[src/design/sacs_pkg.sv]
// constants for the conversion sequencer
package sacs_pkg;
  // register indices (byte addresses)
  localparam logic [2:0] SACS_CTRL = 3'h0;
  localparam logic [2:0] SACS_CFG  = 3'h1;
  localparam logic [2:0] SACS_ACC  = 3'h2;
  localparam logic [2:0] SACS_TIME = 3'h3;
  localparam logic [2:0] SACS_RESH = 3'h4;
  localparam logic [2:0] SACS_RESL = 3'h5;
  localparam logic [2:0] SACS_WGT  = 3'h6;
  localparam logic [2:0] SACS_WLT  = 3'h7;
  // control register fields
  localparam int SACS_B_EN    = 7;
  localparam int SACS_B_BURST = 6;
  localparam int SACS_B_DONE  = 5;
  localparam int SACS_B_BUSY  = 4;
  localparam int SACS_B_WIN   = 3;
  // config register fields
  localparam int SACS_B_EIGHT = 2;
  localparam int SACS_B_LPTRK = 1;
  localparam int SACS_B_GAIN  = 0;
  // accumulator register fields
  localparam int SACS_B_DIE   = 7;
  localparam int SACS_B_WIE   = 6;
  // start sources
  localparam logic [2:0] SACS_SRC_SW  = 3'h0;
  localparam logic [2:0] SACS_SRC_T0  = 3'h1;
  localparam logic [2:0] SACS_SRC_T2  = 3'h2;
  localparam logic [2:0] SACS_SRC_T3  = 3'h3;
  localparam logic [2:0] SACS_SRC_EXT = 3'h4;
  // timing and widths
  localparam logic [5:0] SACS_LP_TRACK = 6'h02; // three conversion clocks
  localparam logic [3:0] SACS_MSB      = 4'h9;
  localparam logic [3:0] SACS_LSB10    = 4'h0;
  localparam logic [3:0] SACS_LSB8     = 4'h2;
  localparam logic [9:0] SACS_SAR_INIT = 10'h200;
  localparam logic [4:0] SACS_DIV_RST  = 5'h1f;
  localparam logic [7:0] SACS_TIME_RST = 8'h11;
  // sequencer states, gray along the usual path
  typedef enum logic [2:0] {
    SACS_IDLE  = 3'b000,
    SACS_PWRUP = 3'b001,
    SACS_TRACK = 3'b011,
    SACS_LPTRK = 3'b010,
    SACS_CONV  = 3'b110
  } sacs_state_t;
endpackage

[src/design/sacs_sequencer.sv]
// sar converter start, track, convert and burst sequencer
//
// Behaviour
// - conversion clock divides system clock, or burst oscillator when burst mode on
// - three-bit start source picks software, three timers, or external pin (100)
// - writing one to busy starts; busy reads one until conversion completes
// - busy falling edge that ends the repeat count sets done flag and raises enabled interrupt
// - result registers valid whenever done flag reads one
// - timer 2/3 use low overflow in 8-bit mode, high in 16-bit mode
// - external source starts conversion on rising edge of start pin
// - normal tracking continuous except during conversion, burst off
// - low-power tracking adds 3 conversion clocks after start event
// - low-power tracking with pin: track while pin low, convert on rise
// - no tracking in standby or sleep
// - burst wakes converter, runs repeat conversions on oscillator, powers down
// - burst runs from oscillator independent of system clock; here its edges are one-cycle enables on the system clock
// - in burst mode enable bit selects idle power state
// - powered-down converter waits power-up time; enabled one starts at once
// - burst: one start runs repeat count; else one start per conversion
// - done flag set only after full repeat count accumulated
// - window compare only after full repeat count accumulated
// - burst tracking from time settings, plus 3 clocks when low-power tracking
// - 8-bit mode: two fewer clocks, low bits 00, low result reads 0x00
// - repeat count field picks 1..64; sums kept unsigned
// - done flag set by hardware only, cleared only by software
`timescale 1ns/1ns
module sacs_sequencer (
  input  wire logic       clk_in,
  input  wire logic       reset_in,
  input  wire logic       ce_in,
  input  wire logic [2:0] addr_in,
  input  wire logic [7:0] wdata_in,
  input  wire logic       wr_in,
  input  wire logic       rd_in,
  output logic      [7:0] rdata_out,
  input  wire logic       timer0_ovf_in,
  input  wire logic       timer2_low_ovf_in,
  input  wire logic       timer2_high_ovf_in,
  input  wire logic       timer2_split_in,
  input  wire logic       timer3_low_ovf_in,
  input  wire logic       timer3_high_ovf_in,
  input  wire logic       timer3_split_in,
  input  wire logic       ext_conv_start_in,
  input  wire logic       standby_in,
  input  wire logic       burst_osc_tick_in,
  input  wire logic       sar_cmp_in,
  output logic      [9:0] dac_code_out,
  output logic            track_out,
  output logic            convert_out,
  output logic            power_out,
  output logic            input_gain_select_out,
  output logic            irq_out
);
  import sacs_pkg::*;

  ////////////////////////////////////////////////////////////////////////////
  // register map, by byte index
  // 0 control: [7] enable, [6] burst, [5] done flag, [4] busy or start,
  //   [3] window flag, [2:0] start source
  // 1 config: [7:3] clock divider, [2] eight-bit, [1] low-power track,
  //   [0] gain select
  // 2 accumulator: [7] done irq enable, [6] window irq enable,
  //   [2:0] repeat code, 0 gives 1 and 1 to 5 give 4 to 64
  // 3 timing: [7:4] power-up ticks minus one, [3:0] track ticks minus one
  // 4 and 5: result sum high and low bytes, read only
  // 6 and 7: window upper and lower limits on the high result byte
  //
  // start sources: 0 software, 1 timer 0, 2 timer 2, 3 timer 3, 4 pin
  // timers 2 and 3 in split mode hand over their low-byte overflow
  // the pin starts on a rising edge against last cycle's level,
  //   so a pin already high when its source is picked is no edge
  //
  // conversion clock: one tick every divider plus one enables
  // enables are every system clock, or burst oscillator edges in burst mode
  // non-burst, low-power track off: start goes straight to converting
  // non-burst, low-power track on: three ticks of tracking come first,
  //   except with the pin, where the low time of the pin is the tracking
  // burst: power-up if disabled, track, low-power track if on, convert,
  //   then back to track until the repeat count is reached
  // eight-bit mode stops the trials two bits early, low bits stay zero
  //
  // writing zero to done or window flag clears it, writing one keeps it
  // a completing conversion sets the flags after any clear in that cycle,
  //   so software never loses a completion it has not seen yet
  // start events outside idle are dropped, keeping a sum in progress safe
  // busy falls in the same cycle as done rises
  //
  // tracking stops in standby whatever the mode
  // power follows enable; in burst mode a disabled converter is powered
  //   only from the start event until the burst ends
  //
  // limitations:
  // burst oscillator edges arrive as one-cycle enables on the system clock,
  //   so a burst here lasts many system clocks, not a fraction of one
  // the low result byte reads zero in eight-bit mode, the sum stays full
  // window compare looks at the high byte only, flagging outside the limits
  // starts in burst mode must wait until the burst ends and busy reads zero;
  //   closer ones fall inside the burst and are dropped

  typedef struct packed {
    // sequencer working state
    sacs_state_t st;
    logic [4:0]  div;
    logic [5:0]  cnt;
    logic [3:0]  bitn;
    logic [9:0]  sar;
    logic [15:0] acc;
    logic [6:0]  rep;
    logic        ext_prev;
    // software-visible control and config
    logic        en;
    logic        burst;
    logic        done;
    logic        busy;
    logic        winf;
    logic [2:0]  sel;
    logic [4:0]  divider;
    logic        eightb;
    logic        lptrk;
    logic        gain;
    logic [2:0]  repsel;
    logic        die;
    logic        wie;
    logic [3:0]  pwr;
    logic [3:0]  trk;
    // results, window limits and read data
    logic [7:0]  resh;
    logic [7:0]  resl;
    logic [7:0]  gt;
    logic [7:0]  lt;
    logic [7:0]  rdata;
    // registered analog and interrupt outputs
    logic        track;
    logic        conv;
    logic        power;
    logic        irq;
  } sacs_regs_t;

  sacs_regs_t q;
  sacs_regs_t d;

  // repeat field code to conversion count
  function automatic logic [6:0] sacs_target(input logic [2:0] code);
    case (code)
      3'h1:    sacs_target = 7'h04;
      3'h2:    sacs_target = 7'h08;
      3'h3:    sacs_target = 7'h10;
      3'h4:    sacs_target = 7'h20;
      3'h5:    sacs_target = 7'h40;
      default: sacs_target = 7'h01;
    endcase
  endfunction

  ////////////////////////////////////////////////////////////////////////////
  // next-state logic
  always_comb begin
    logic       tick;
    logic       start;
    logic [9:0] sample;
    logic [6:0] rep_n;
    logic [3:0] last;
    tick   = 1'b0;
    start  = 1'b0;
    sample = 10'h000;
    rep_n  = 7'h00;
    last   = 4'h0;
    d = q;

    // conversion clock divider
    if (q.burst ? burst_osc_tick_in : 1'b1) begin
      if (q.div == 5'h00) begin
        d.div = q.divider;
        tick  = 1'b1;
      end else begin
        d.div = q.div - 5'h01;
      end
    end

    // start source select
    d.ext_prev = ext_conv_start_in;
    case (q.sel)
      SACS_SRC_SW:  start = wr_in && addr_in == SACS_CTRL && wdata_in[SACS_B_BUSY];
      SACS_SRC_T0:  start = timer0_ovf_in;
      SACS_SRC_T2:  start = timer2_split_in ? timer2_low_ovf_in : timer2_high_ovf_in;
      SACS_SRC_T3:  start = timer3_split_in ? timer3_low_ovf_in : timer3_high_ovf_in;
      SACS_SRC_EXT: start = ext_conv_start_in && !q.ext_prev;
      default:      start = 1'b0;
    endcase

    // software writes; hardware sets below win over clears
    if (wr_in) begin
      case (addr_in)
        SACS_CTRL: begin
          d.en    = wdata_in[SACS_B_EN];
          d.burst = wdata_in[SACS_B_BURST];
          d.sel   = wdata_in[2:0];
          if (!wdata_in[SACS_B_DONE]) begin
            d.done = 1'b0;
          end
          if (!wdata_in[SACS_B_WIN]) begin
            d.winf = 1'b0;
          end
        end
        SACS_CFG: begin
          d.divider = wdata_in[7:3];
          d.eightb  = wdata_in[SACS_B_EIGHT];
          d.lptrk   = wdata_in[SACS_B_LPTRK];
          d.gain    = wdata_in[SACS_B_GAIN];
        end
        SACS_ACC: begin
          d.die    = wdata_in[SACS_B_DIE];
          d.wie    = wdata_in[SACS_B_WIE];
          d.repsel = wdata_in[2:0];
        end
        SACS_TIME: begin
          d.pwr = wdata_in[7:4];
          d.trk = wdata_in[3:0];
        end
        SACS_WGT: d.gt = wdata_in;
        SACS_WLT: d.lt = wdata_in;
        default: ;
      endcase
    end

    // sequencer
    last = q.eightb ? SACS_LSB8 : SACS_LSB10;
    case (q.st)
      // idle: wait for a start from the picked source
      SACS_IDLE: begin
        if (start) begin
          d.busy = 1'b1;
          if (q.burst) begin
            if (!q.en) begin
              d.st  = SACS_PWRUP;
              d.cnt = {2'b00, q.pwr};
            end else begin
              d.st  = SACS_TRACK;
              d.cnt = {2'b00, q.trk};
            end
          end else if (q.lptrk && q.sel != SACS_SRC_EXT) begin
            d.st  = SACS_LPTRK;
            d.cnt = SACS_LP_TRACK;
          end else begin
            d.st   = SACS_CONV;
            d.bitn = SACS_MSB;
            d.sar  = SACS_SAR_INIT;
          end
        end
      end
      // waking a powered-down converter in burst mode
      SACS_PWRUP: begin
        if (tick) begin
          if (q.cnt == 6'h00) begin
            d.st  = SACS_TRACK;
            d.cnt = {2'b00, q.trk};
          end else begin
            d.cnt = q.cnt - 6'h01;
          end
        end
      end
      // burst tracking for the programmed time
      SACS_TRACK: begin
        if (tick) begin
          if (q.cnt != 6'h00) begin
            d.cnt = q.cnt - 6'h01;
          end else if (q.lptrk) begin
            d.st  = SACS_LPTRK;
            d.cnt = SACS_LP_TRACK;
          end else begin
            d.st   = SACS_CONV;
            d.bitn = SACS_MSB;
            d.sar  = SACS_SAR_INIT;
          end
        end
      end
      // fixed three-tick low-power tracking
      SACS_LPTRK: begin
        if (tick) begin
          if (q.cnt == 6'h00) begin
            d.st   = SACS_CONV;
            d.bitn = SACS_MSB;
            d.sar  = SACS_SAR_INIT;
          end else begin
            d.cnt = q.cnt - 6'h01;
          end
        end
      end
      // one trial bit per tick, msb first, then sum
      SACS_CONV: begin
        if (tick) begin
          sample          = q.sar;
          sample[q.bitn]  = sar_cmp_in;
          d.sar           = sample;
          if (q.bitn != last) begin
            d.sar[q.bitn - 4'h1] = 1'b1;
            d.bitn = q.bitn - 4'h1;
          end else begin
            rep_n = q.rep + 7'h01;
            d.acc = q.acc + {6'h00, sample};
            d.rep = rep_n;
            if (rep_n == sacs_target(q.repsel)) begin
              d.st   = SACS_IDLE;
              d.busy = 1'b0;
              d.done = 1'b1;
              d.resh = d.acc[15:8];
              d.resl = d.acc[7:0];
              d.acc  = 16'h0000;
              d.rep  = 7'h00;
              if (d.resh > q.gt || d.resh < q.lt) begin
                d.winf = 1'b1;
              end
            end else if (q.burst) begin
              d.st  = SACS_TRACK;
              d.cnt = {2'b00, q.trk};
            end else begin
              d.st   = SACS_IDLE;
              d.busy = 1'b0;
            end
          end
        end
      end
      default: d.st = SACS_IDLE;
    endcase

    // register reads, data one cycle later
    d.rdata = 8'h00;
    if (rd_in) begin
      case (addr_in)
        SACS_CTRL: d.rdata = {q.en, q.burst, q.done, q.busy, q.winf, q.sel};
        SACS_CFG:  d.rdata = {q.divider, q.eightb, q.lptrk, q.gain};
        SACS_ACC:  d.rdata = {q.die, q.wie, 3'h0, q.repsel};
        SACS_TIME: d.rdata = {q.pwr, q.trk};
        SACS_RESH: d.rdata = q.resh;
        SACS_RESL: d.rdata = q.eightb ? 8'h00 : q.resl;
        SACS_WGT:  d.rdata = q.gt;
        SACS_WLT:  d.rdata = q.lt;
        default:   d.rdata = 8'h00;
      endcase
    end

    // analog control outputs
    d.conv  = d.st == SACS_CONV;
    d.power = d.en || (d.burst && d.st != SACS_IDLE);
    d.track = !standby_in &&
              (d.st == SACS_TRACK || d.st == SACS_LPTRK ||
               (d.st == SACS_IDLE && !d.burst &&
                (!d.lptrk || (d.sel == SACS_SRC_EXT && !ext_conv_start_in))));
    d.irq   = (d.done && d.die) || (d.winf && d.wie);
  end

  ////////////////////////////////////////////////////////////////////////////
  // state register with clock enable
  always_ff @(posedge clk_in) begin
    if (reset_in) begin
      // everything zero, then the non-zero defaults
      q         <= '0;
      q.st      <= SACS_IDLE;
      q.div     <= SACS_DIV_RST;
      q.divider <= SACS_DIV_RST;
      q.pwr     <= SACS_TIME_RST[7:4];
      q.trk     <= SACS_TIME_RST[3:0];
      q.gt      <= 8'hff;
      q.bitn    <= SACS_MSB;
    end else if (ce_in) begin
      q <= d;
    end
  end

  // outputs straight from flops
  assign rdata_out             = q.rdata;
  assign dac_code_out          = q.sar;
  assign track_out             = q.track;
  assign convert_out           = q.conv;
  assign power_out             = q.power;
  assign input_gain_select_out = q.gain;
  assign irq_out               = q.irq;
endmodule

[config.mk]
export PLATFORM = sky130hd
export DESIGN_NAME = sacs_sequencer
export DESIGN_NICKNAME = d
export VERILOG_FILES = /design/src/design/sacs_pkg.sv /design/src/design/sacs_sequencer.sv
export SDC_FILE = /design/constraint.sdc
export NUM_CORES = 1
export LEC_CHECK = 0
export BUFFER_PORTS_ARGS = -buffer_cell sky130_fd_sc_hd__clkbuf_2
export CAP_MARGIN = 0
export CORE_ASPECT_RATIO = 0.5
export CORE_MARGIN = 2
export CORE_UTILIZATION = 35
export DETAILED_ROUTE_END_ITERATION = 8
export PLACE_DENSITY = 0.54
export SETUP_SLACK_MARGIN = 0.4
export SKIP_CTS_REPAIR_TIMING = 1
export SYNTH_ARGS = -nofsm -noshare
export SYNTH_HDL_FRONTEND = slang
export SYNTH_SLANG_ARGS = --single-unit
[constraint.sdc]
create_clock -name clk_in -period 4.9 [get_ports clk_in]
set_input_delay 0.735 -clock clk_in [delete_from_list [all_inputs] [get_ports clk_in]]
set_output_delay 0.735 -clock clk_in [all_outputs]
set_load 0.05 [all_outputs]
# Word-level counts from Yosys, hierarchy flattened

Cells that the tools add are included.

$add $sub $neg: 5
Magnitude comparators: 6
Equal/unequal tests: 45
Multiplexer cells: 81
Bitwise logic cells: 2
Reductions and logical operators: 47

Operator list:

| cell                 | count |
|---|---|
| $mux W14             | 6 |
| $pmux W8 S8          | 1 |
| $mux W20             | 3 |
| $mux W6              | 10 |
| $pmux W14 S4         | 1 |
| $mux W3              | 17 |
| $mux W23             | 2 |
| $mux W43             | 1 |
| $pmux W7 S5          | 1 |
| $mux W8              | 4 |
| $eq A3 B2 Y1 const B | 10 |
| $eq A3 B3 Y1 const B | 10 |
| $ne A2 B2 Y1 const B | 15 |
| $pmux W6 S5          | 1 |
| $mux W25             | 1 |
| $mux W7              | 3 |
| $mux W1              | 17 |
| $add A16 B10 Y16     | 1 |
| $pmux W3 S5          | 1 |
| $reduce_and A3 Y1    | 5 |
| $logic_and A1 B1 Y1  | 13 |
| $reduce_and A13 Y1   | 1 |
| $eq A3 B1 Y1 const B | 4 |
| $logic_not A3 Y1     | 4 |
| 35 further kinds     | 54 |

Flip-flop bits (word level): 125
Bits of input ports: 27
Output and inout bits: 23

# Longest topological paths before layout

Gate-level depths: netlist (run 1).

Word-level depth: 15
Gate-level depth with buffers: 19
Depth with buffers taken out: 19

# Least setup slack after synthesis (run 1)

Ideal clock, no wire load.

Kind: input port to flip-flop
From: input port sar_cmp_in
To: register q (netlist bit irq_out)
Arrival time: 3.899 ns
Required time: 4.783 ns
Path slack: 0.884 ns
Stages on the path: 15
Path buffers: 1
Path through: buf_1 > mux2_2 > ha_1 > fa_1 > a21oi_1 > o2111ai_1 > a311oi_1 > nor2_1 > xor2_1 > ha_1 > nand4_1 > o31a_1 > a41oi_1 > a21oi_1 > a22o_1

Cells in the longest elaborated chain, start to end: 11
Elaborated cells on any way between the ends: 12

Ends and longest elaborated chain:

| what                                         | line                  | text |
|---|---|---|
| from (decl)                                  | sacs_sequencer.sv:46  | `input wire logic sar_cmp_in,` |
| $bwmux W10 (*)                               | sacs_sequencer.sv:292 | `sample[q.bitn] = sar_cmp_in;` |
| $add A16 B10 Y16 (*)                         | sacs_sequencer.sv:299 | `d.acc = q.acc + {6'h00, sample};` |
| $gt A8 B8 Y1 or $lt A8 B8 Y1 (tied branches) | sacs_sequencer.sv:309 | `if (d.resh > q.gt \|\| d.resh < q.lt) begin` |
| $logic_or A1 B1 Y1 (*)                       | sacs_sequencer.sv:309 |  |
| $mux W1 (*)                                  | sacs_sequencer.sv:309 |  |
| $mux W1 (*)                                  | sacs_sequencer.sv:301 | `if (rep_n == sacs_target(q.repsel)) begin` |
| $mux W3 (*)                                  | sacs_sequencer.sv:294 | `if (q.bitn != last) begin` |
| $mux W3 (*)                                  | sacs_sequencer.sv:290 | `if (tick) begin` |
| $mux W1 (*)                                  | sacs_sequencer.sv:227 | `case (q.st)` |
| $logic_and A1 B1 Y1 (*)                      | sacs_sequencer.sv:348 | `d.irq = (d.done && d.die) \|\| (d.winf && d.wie);` |
| $logic_or A1 B1 Y1 (*)                       | sacs_sequencer.sv:348 |  |
| to (decl)                                    | sacs_sequencer.sv:139 | `sacs_regs_t q;` |

Every way passes the cells marked *; elsewhere a longest branch is shown, timed or not. The select of a mux whose other input is x is not followed.
A chain may end at the register's enable or synchronous reset.

# Worst setup path in the final report (run 1)

From: register q[109] (netlist bit)
To: register q (netlist bit irq_out)

Cells in the longest elaborated chain, start to end: 15
Elaborated cells on any way between the ends: 20

Ends and longest elaborated chain:

| what                                                               | line |
|---|---|
| $lt A4 B5 Y1 (implied by the code) or $ge A4 B1 Y1 (tied branches) | sacs_sequencer.sv:292 |
| $logic_and A1 B1 Y1 (implied by the code)                          | sacs_sequencer.sv:292 |
| $mux W1 (implied by the code)                                      | sacs_sequencer.sv:292 |
| $demux W1 S4                                                       | sacs_sequencer.sv:292 |
| $bwmux W10                                                         | sacs_sequencer.sv:292 |
| $add A16 B10 Y16                                                   | sacs_sequencer.sv:299 |
| $gt A8 B8 Y1 or $lt A8 B8 Y1 (tied branches)                       | sacs_sequencer.sv:309 |
| $logic_or A1 B1 Y1                                                 | sacs_sequencer.sv:309 |
| $mux W1                                                            | sacs_sequencer.sv:309 |
| $mux W1                                                            | sacs_sequencer.sv:301 |
| $mux W3 (*)                                                        | sacs_sequencer.sv:294 |
| $mux W3 (*)                                                        | sacs_sequencer.sv:290 |
| $mux W1                                                            | sacs_sequencer.sv:227 |
| $logic_and A1 B1 Y1                                                | sacs_sequencer.sv:348 |
| $logic_or A1 B1 Y1 (*)                                             | sacs_sequencer.sv:348 |

Marks and branches as above.

==> run metrics, run 1 <==
crit-path leading delay family=simple AND/OR/NAND/NOR gates; WL met3=997 um; WL/cell=18.3 um; adder-cell share of the synthesized area=5.33%; DRC viols=0; area of the core=21900 sq um; grt total ovfl=0; Peak VDD IR=0.259 mV; Post-Route M1 WL=12.0 mm; slew margin rel.=30.4%; fin crit period=4.37 ns; RSZ-0062 raised after global routing=no; pins over their slew limit=0; largest family of logic cells by synthesized area=simple AND/OR/NAND/NOR gates; vias in the first global route=6506; CTS root buf=clkbuf_16; GRT Overall Usage=20.4%; Yosys top cell area share=31.7%; hpwl dp=17.3 mm; Final #Nets=1044; Syn Area/Cell=8.05 sq um; Die Area=23800 sq um; Pre-antenna DRT Iters=5; Seq cells post-synth=125; Cell variety after synth=84; worst path required time=5.23 ns; HP Class=reg2reg; Final Hold Vio Count=0; port buffer count=49; area delta synth->final=12.2%; Setup TNS=0 ns; CP Buf/Inv Count=0; power density over the cells=292 nW/um^2; synth top area cells=dfxtp_1, mux2i_1, a21oi_1; crit path cell chain=nor2b_1 -> and2_1 -> mux2_2 -> ha_1 -> nor3_1 -> nor2_1 -> a31oi_2 -> or4b_2 -> o211ai_1 -> ha_1 -> o21a_1 -> nor2_1 -> o31a_1 -> a41oi_1 -> a21oi_2 -> a22o_1; FILL cells=2234; startpoint types=flop; Top FF cell, synth=dfxtp_1; Slew @ Worst Pin=1.03 ns; DIE WIDTH=216 um; Final Cycle Share=89.1%; most common cell after layout, fill and taps aside=dfxtp_1; TritonCTS clock tree=yes; endpoints failing setup=0; Critical Path Max Stage Delay=0.62 ns; fin util=40.5%; mux cell area share after synthesis=9.92%; FP Rows=38; asr flop ratio synth=0%; arrival time at the worst endpoint=4.70 ns; total CTS buffers=17; status=complete, no violations; CTS sink count=125; Worst-Skew Late Latency=0.44 ns; antenna cells=0; syn_nets=1039; Crit-path slowest cell=or4b_2; Crit Path Class=reg2reg; Die H=110 um; H-tree Lvls=4; Top Metal Used=met4; WL met2=10.2 mm; cell area after synthesis=7880 sq um; Post-Route Skew=0.0137 ns; Initial Utilization=36.0%; number of I/O pins=50; Max Clk Rate=0.229 GHz; CP Capture Type=flop; Synth Area in Compound Gates=21.1%; Via density=5.52; max_cap viols=0; most frequent cells in the layout=dfxtp_1, nor2_1, nand2_1; clk buf depth=2; Worst-path clk slew=0.06 ns; Routed WL=23.7 mm; Yosys warning count=0; Mapped Cells=979; initial antenna violation count=0; XOR/XNOR Fraction of Synth Area=2.44%; first-pass GRT wire length=37.2 mm; Post-synth EDFFs=0; Synth area leader=dfxtp_1; sequential fraction of the synthesis area=31.7%; routed vias=7142; CP max FO=9; largest net degree at the start of global routing=56; Pleak=3.46 nW; Final GP Congestion=0.893; Detail Route Antenna Nets=0; Initial DRC Count=589; share of post-route cells with drive strength above 1=14.1%; fraction of the mapped netlist area in simple logic gates=22.2%
-- Yosys cell counts, types with 4 or more instances --
| library cell | count |
|---|---|
| mux2i_1 | 59 |
| nor3b_1 | 5 |
| a31oi_1 | 10 |
| nor4b_1 | 4 |
| o22ai_1 | 5 |
| and2_1 | 5 |
| a41oi_1 | 5 |
| mux2_2 | 11 |
| a21oi_1 | 92 |
| nand3b_1 | 6 |
| a221o_1 | 6 |
| a211oi_1 | 10 |
| o21bai_1 | 4 |
| o2111ai_1 | 9 |
| nand3_1 | 33 |
| o211ai_1 | 13 |
| dfxtp_1 | 125 |
| nand2b_1 | 13 |
| ha_1 | 32 |
| buf_4 | 19 |
| and4_1 | 4 |
| clkbuf_1 | 43 |
| a21o_1 | 8 |
| inv_1 | 44 |
| nor2b_1 | 11 |
| and3_1 | 5 |
| nand2_1 | 105 |
| o21ai_0 | 35 |
| buf_2 | 9 |
| nand4_1 | 6 |
| buf_6 | 4 |
| nor3_1 | 24 |
| xor2_1 | 6 |
| or3_1 | 4 |
| xnor2_1 | 16 |
| nor2_1 | 106 |
-- worst register-to-register path, delay by kind of cell, from the launching register on --
family          cells  cell delay, ns
simple gates        6            1.48
compound gates      7            1.42
fa+ha+maj           2            0.54
flops               1            0.47
mux                 1            0.37
-- state kept, by name, summed over array words and instances (netlist names) --
name and flops:
dac_code_out 10, convert_out 1, rdata_out 8, irq_out 1
track_out 1, input_gain_select_out 1, q 102, power_out 1
-- through the flow --
stage          hold slack (ns)  setup WS (ns)  total power [mW]  instances  cell area [sq um]
2_1_floorplan            0.432          0.884              1.24        979               7880
3_3_place_gp             0.446          0.430              1.31       1262               8200
3_5_place_dp             0.454          0.325              1.31       1262               8200
4_1_cts                  0.462          0.301              2.61       1292               8790
5_1_grt                  0.482          0.389              2.67       1295               8850
6_report                 0.460          0.534              2.59       1295               8850
-- power by group --
group	leakage, nW	switching [mW]	internal [mW]	total, mW
registers	1.01	0.0180	1.03	1.05
logic	2.16	0.160	0.0803	0.240
clock network	0.281	0.492	0.804	1.30
-- cell type report --
class / count / area, sq um / area share (%)
clock buffers: 19 / 443 / 5.01
clock inverters: 11 / 145 / 1.64
inverters: 44 / 165 / 1.87
multi-input cells: 732 / 4850 / 54.9
flip-flops and latches: 125 / 2500 / 28.3
well taps: 300 / 375 / 4.24
repair buffers: 64 / 360 / 4.07
-- cells by family after synthesis --
| group | after synthesis |
|---|---|
| AOI/OAI and AO/OA | 247 |
| xor gates and xnor gates | 22 |
| adders and majority gates | 33 |
| buffers and inverters | 122 |
| DFF | 125 |
| muxes | 73 |
| and+or+nand+nor | 357 |
-- final timing paths --
kind,from,endpoint,slack (ns),cells past startpoint
setup reg to reg,q[109],irq_out,0.53,16
hold reg to reg,q[81],q[81],0.46,2
hold / removal,q[81],q[81],0.46,2
setup / recovery,q[109],irq_out,0.53,16
-- layer usage --
metal | GRT usage [%] | vias to the layer above
li1 | - | 3521
met5 | 0 | -
met4 | 7.39 | 0
met2 | 31.1 | 143
met1 | 28.8 | 3452
met3 | 3.65 | 26
Power figures use the tool's default switching activity.
==> inputs of run 2 (changes only) <==
--- a/config.mk
+++ b/config.mk
@@ -5,13 +5,13 @@
 export SDC_FILE = /design/constraint.sdc
 export NUM_CORES = 1
 export LEC_CHECK = 0
-export BUFFER_PORTS_ARGS = -buffer_cell sky130_fd_sc_hd__clkbuf_2
 export CAP_MARGIN = 0
 export CORE_ASPECT_RATIO = 0.5
 export CORE_MARGIN = 2
 export CORE_UTILIZATION = 35
 export DETAILED_ROUTE_END_ITERATION = 8
-export PLACE_DENSITY = 0.54
+export DONT_BUFFER_PORTS = 1
+export PLACE_DENSITY = 0.52
 export SETUP_SLACK_MARGIN = 0.4
 export SKIP_CTS_REPAIR_TIMING = 1
 export SYNTH_ARGS = -nofsm -noshare
==> run 2 against run 1 <==
Compared with the run above: global-route usage decreased by 0.29 points; design area shrank 2.3%; sequential power is essentially flat; maximum frequency increased by 3.0%; clock power barely moved; combinational power fell by 30%; critical path type unchanged; highest routed layer unchanged.
==> run metrics, run 2 (synthesized netlist as in run 1, its figures left out) <==
Critical Path Max Stage Delay=0.45 ns; clk buf depth=2; arrival time at the worst endpoint=4.57 ns; clock share of power=50.9%; antenna cells=0; critical path capture point=irq_out; Peak VDD IR=0.221 mV; Via density=5.53; sw frac=26.0%; CP Capture Type=flop; Hold WS=0.404 ns; DIE WIDTH=216 um; number of I/O pins=50; Int Pwr=1.86 mW; reg-to-reg endpoint=irq_out; FP Rows=38; Biggest register=q; HP Class=in2reg; Die Area=23800 sq um; Final #Nets=999; startpoint types=flop; worst slack at placement=0.396 ns; first-pass GRT wire length=36.6 mm; Placed Area=7970 sq um; CTS sink count=125; Worst-Skew Late Latency=0.43 ns; Die H=110 um; share of post-route cells with drive strength above 1=10.8%; fin util=39.5%; TritonCTS clock tree=yes; post-placement cell count=1215; slew margin rel.=30.9%; status=complete, no violations; hpwl dp=17.0 mm; CP max FO=7; endpoints failing setup=0; grt total ovfl=0; max_cap viols=0; Pre-antenna DRT Iters=5; area delta synth->final=9.68%; Final Cycle Share=86.5%; CP Buf/Inv Count=1; final std cells w/o fill=1252; Psw=653 uW; largest net degree at the start of global routing=104; Gate power share=6.6%; max reg flops=102; Final GP Congestion=0.896; GRT Overall Usage=20.1%; worst path required time=5.23 ns; total power=2.51 mW; Detail Route Antenna Nets=0; Initial Utilization=36.0%; Final Hold Vio Count=0; power density over the cells=290 nW/um^2; Routed WL=23.4 mm; DRC viols=0; most common cell after layout, fill and taps aside=dfxtp_1; Crit Path Class=reg2reg; Critical Path Stages=19; Post-Layout Inst Area=8650 sq um; reg2reg start=q[107]; Pleak=3.27 nW; H-tree Lvls=4; crit-path leading delay family=compound AO/OA/AOI/OAI gates; Post-Route Skew=0.00724 ns; pins over their slew limit=0; Crit-path slowest cell=a311o_1; Seq pwr share=42.5%; total CTS buffers=17; WL/cell=18.7 um; Setup TNS=0 ns; port buffer count=0; Worst-path clk slew=0.06 ns; origin of the worst setup path=q[107]; RSZ-0062 raised after global routing=no; fin crit period=4.24 ns; CTS root buf=clkbuf_16; Initial DRC Count=585; initial antenna violation count=0; most frequent cells in the layout=dfxtp_1, nor2_1, nand2_1; Final Worst Setup Slack=0.661 ns; area of the core=21900 sq um; Slew @ Worst Pin=1.02 ns; Max Clk Rate=0.236 GHz; crit path cell chain=inv_1 -> ha_2 -> nand2_1 -> mux2_2 -> ha_1 -> fa_1 -> a21oi_2 -> o2111ai_2 -> a311o_1 -> nand2_1 -> xnor2_1 -> ha_1 -> a21o_1 -> a21o_1 -> a21oi_1 -> nor2_1 -> nor3_2 -> a21oi_2 -> a22o_1; vias in the first global route=6388; routed vias=6923; FF-to-FF path depth=19; flop2flop setup slack=0.66 ns
==> run 2: cell types whose count changed in the layout (fill, tap and decap cells not counted), moves of 2 or more <==
cell	before	now
clkinv_4	2	7
clkinvlp_4	3	1
dfxtp_1	123	121
dfxtp_2	2	4
clkbuf_2	48	0
buf_4	16	19
inv_6	0	3
==> run 2: worst min path at each step <==
stage,to,cells after the start,start,slack (ns)
after CTS,q[124],1,reset_in,0.38
after detailed placement,q[89],2,q[89],0.45
after floorplan,rdata_out[4],2,rdata_out[4],0.43
after global placement,q[89],2,q[89],0.44
final,q[116],1,reset_in,0.40
after global routing,q[50],1,reset_in,0.39
==> run 2: metal layers <==
| layer | share of wire (%) | GRT usage (%) |
|---|---|---|
| met4 | 1.4 | 5.82 |
| met5 | 0 | 0 |
| met2 | 44 | 31.0 |
| met3 | 5.0 | 5.24 |
| met1 | 49 | 27.7 |
==> run 2: final cells by class <==
cell class                      count  area (sq um)
Inverter                           44           165
Sequential cell                   125          2510
Clock buffer                       17           425
Multi-Input combinational cell    732          4870
Timing Repair Buffer               19           143
Fill cell                        2247         13200
Tap cell                          300           375
Clock inverter                     15           165
==> run 2: worst register-to-register path, cell delays in order, from the launching register on <==
cell	delay (ns)
dfxtp_2	0.39
inv_1	0.09
ha_2	0.23
nand2_1	0.07
mux2_2	0.34
ha_1	0.23
fa_1	0.43
a21oi_2	0.19
o2111ai_2	0.20
a311o_1	0.45
nand2_1	0.12
xnor2_1	0.13
ha_1	0.22
a21o_1	0.16
a21o_1	0.18
a21oi_1	0.15
nor2_1	0.07
nor3_2	0.18
a21oi_2	0.09
a22o_1	0.21
==> run 2: power groups by stage <==
stage / Sequential (mW) / Clock, mW / Combinational (mW)
6_report: 1.07 / 1.28 / 0.167
5_1_grt: 1.07 / 1.35 / 0.186
4_1_cts: 1.07 / 1.29 / 0.166
3_5_place_dp: 1.09 / 0 / 0.165
3_3_place_gp: 1.09 / 0 / 0.164
2_1_floorplan: 1.07 / 0 / 0.173
==> inputs of run 3 (changes only) <==
--- a/config.mk
+++ b/config.mk
@@ -6,7 +6,6 @@
 export NUM_CORES = 1
 export LEC_CHECK = 0
 export CAP_MARGIN = 0
-export CORE_ASPECT_RATIO = 0.5
 export CORE_MARGIN = 2
 export CORE_UTILIZATION = 35
 export DETAILED_ROUTE_END_ITERATION = 8
==> run 3 against run 2 <==
Compared with the run above: combinational power about the same; design area decreased by 0.96%; critical endpoint unchanged; cell count decreased by 2.0%; sequential power about the same.
==> run metrics, run 3 (synthesized netlist as in run 1, its figures left out) <==
clk buf depth=2; fin crit period=4.25 ns; Final GP Congestion=0.860; Critical Path Max Stage Delay=0.39 ns; status=complete, no violations; slew margin rel.=22.3%; FP Rows=54; vias in the first global route=6392; initial antenna violation count=1; Psw=625 uW; Max Clk Rate=0.235 GHz; total power=2.48 mW; Final Worst Setup Slack=0.651 ns; sw frac=25.2%; max reg flops=102; reg2reg start=q[108]; origin of the worst setup path=q[108]; endpoints failing setup=0; Biggest register=q; worst slack at placement=0.369 ns; Initial DRC Count=535; Gate power share=6.7%; arrival time at the worst endpoint=4.58 ns; largest net degree at the start of global routing=104; Final Hold Vio Count=0; Detail Route Antenna Nets=0; Crit Path Class=reg2reg; Final Cycle Share=86.7%; pins over their slew limit=0; Multi-input gate area=4860 sq um; startpoint types=flop; Slew @ Worst Pin=1.16 ns; Initial Utilization=35.9%; Placed Area=7930 sq um; Worst-Skew Late Latency=0.43 ns; Final #Nets=995; area delta synth->final=8.63%; RSZ-0062 raised after global routing=no; CP Capture Type=flop; sequential cell area=2510 sq um; power density over the cells=289 nW/um^2; Setup TNS=0 ns; WL/cell=19.5 um; number of I/O pins=50; worst path required time=5.23 ns; HP Class=in2reg; Post-Route Skew=0.00986 ns; final std cells w/o fill=1227; antenna cells=0; area of the core=22000 sq um; Hold Path Origin=reset_in; DIE WIDTH=154 um; clock share of power=50.2%; most used cell, CP=ha_1; max_cap viols=0; hpwl dp=17.0 mm; Post-Layout Inst Area=8560 sq um; Crit-path slowest cell=dfxtp_2; Routed WL=23.9 mm; crit path cell chain=inv_1 -> ha_1 -> nand2_1 -> mux2_2 -> ha_1 -> a211oi_2 -> o21ai_1 -> a31oi_2 -> buf_4 -> o21ai_0 -> xor2_1 -> buf_4 -> ha_1 -> a21o_1 -> a21o_1 -> a21oi_1 -> nor2_1 -> nor3_1 -> a21oi_1 -> a22o_1; Int Pwr=1.85 mW; total CTS buffers=17; CTS root buf=clkbuf_16; port buffer count=0; most frequent cells in the layout=dfxtp_1, nor2_1, nand2_1; Seq pwr share=43.0%; FILL cells=2233; Peak VDD IR=0.172 mV; grt total ovfl=0; CTS sink count=125; H-tree Lvls=4; Die Area=23700 sq um; GRT Overall Usage=20.1%; Pre-antenna DRT Iters=5; routed vias=6993; Die H=154 um; TritonCTS clock tree=yes; DRC viols=0; most common cell after layout, fill and taps aside=dfxtp_1; first-pass GRT wire length=37.0 mm; CP max FO=6; Pleak=3.23 nW; post-placement cell count=1193; share of post-route cells with drive strength above 1=10.2%; Worst-path clk slew=0.06 ns; Via density=5.70
run 3: stage by stage:
stage	utilization [%]	hold slack, ns
global route	39.0	0.359
floorplan	-	0.432
global placement	36.1	0.442
finish	39.0	0.369
detailed placement	36.1	0.449
CTS	38.7	0.366
run 3: worst max-delay path, delay by kind of cell (launching register included):
family	cells	cell delay, ns
fa+ha+maj	3	0.86
flops	1	0.39
compound gates	9	1.61
mux	1	0.37
buf+inv	3	0.39
simple gates	3	0.35
xor+xnor	1	0.17
run 3: final timing paths:
| path | end | slack, ns | cells after the start |
|---|---|---|---|
| setup / recovery | irq_out | 0.65 | 20 |
| hold / removal | rdata_out[3] | 0.37 | 1 |
| setup reg to reg | irq_out | 0.65 | 20 |
| hold reg to reg | q[81] | 0.46 | 2 |
run 3: metal layers:
| layer | share of wire (%) | GRT usage (%) |
|---|---|---|
| met1 | 48 | 27.9 |
| met5 | 0.054 | 0 |
| met4 | 1.9 | 6.01 |
| met3 | 5.7 | 4.82 |
| met2 | 45 | 30.8 |
run 3: final cells by class:
type	instances	area share, %
multi-input combinational	732	56.8
sequential	125	29.3
clock buffer	19	5.17
tap	280	4.09
inverter	44	1.93
clock inverter	12	1.43
timing repair buffer	15	1.31
run 3: power by group through the flow:
stage | clock [mW] | sequential, mW | combinational [mW]
floorplan | 0 | 1.07 | 0.173
global placement | 0 | 1.09 | 0.166
detailed placement | 0 | 1.09 | 0.166
CTS | 1.27 | 1.07 | 0.166
global route | 1.31 | 1.07 | 0.184
finish | 1.24 | 1.07 | 0.167
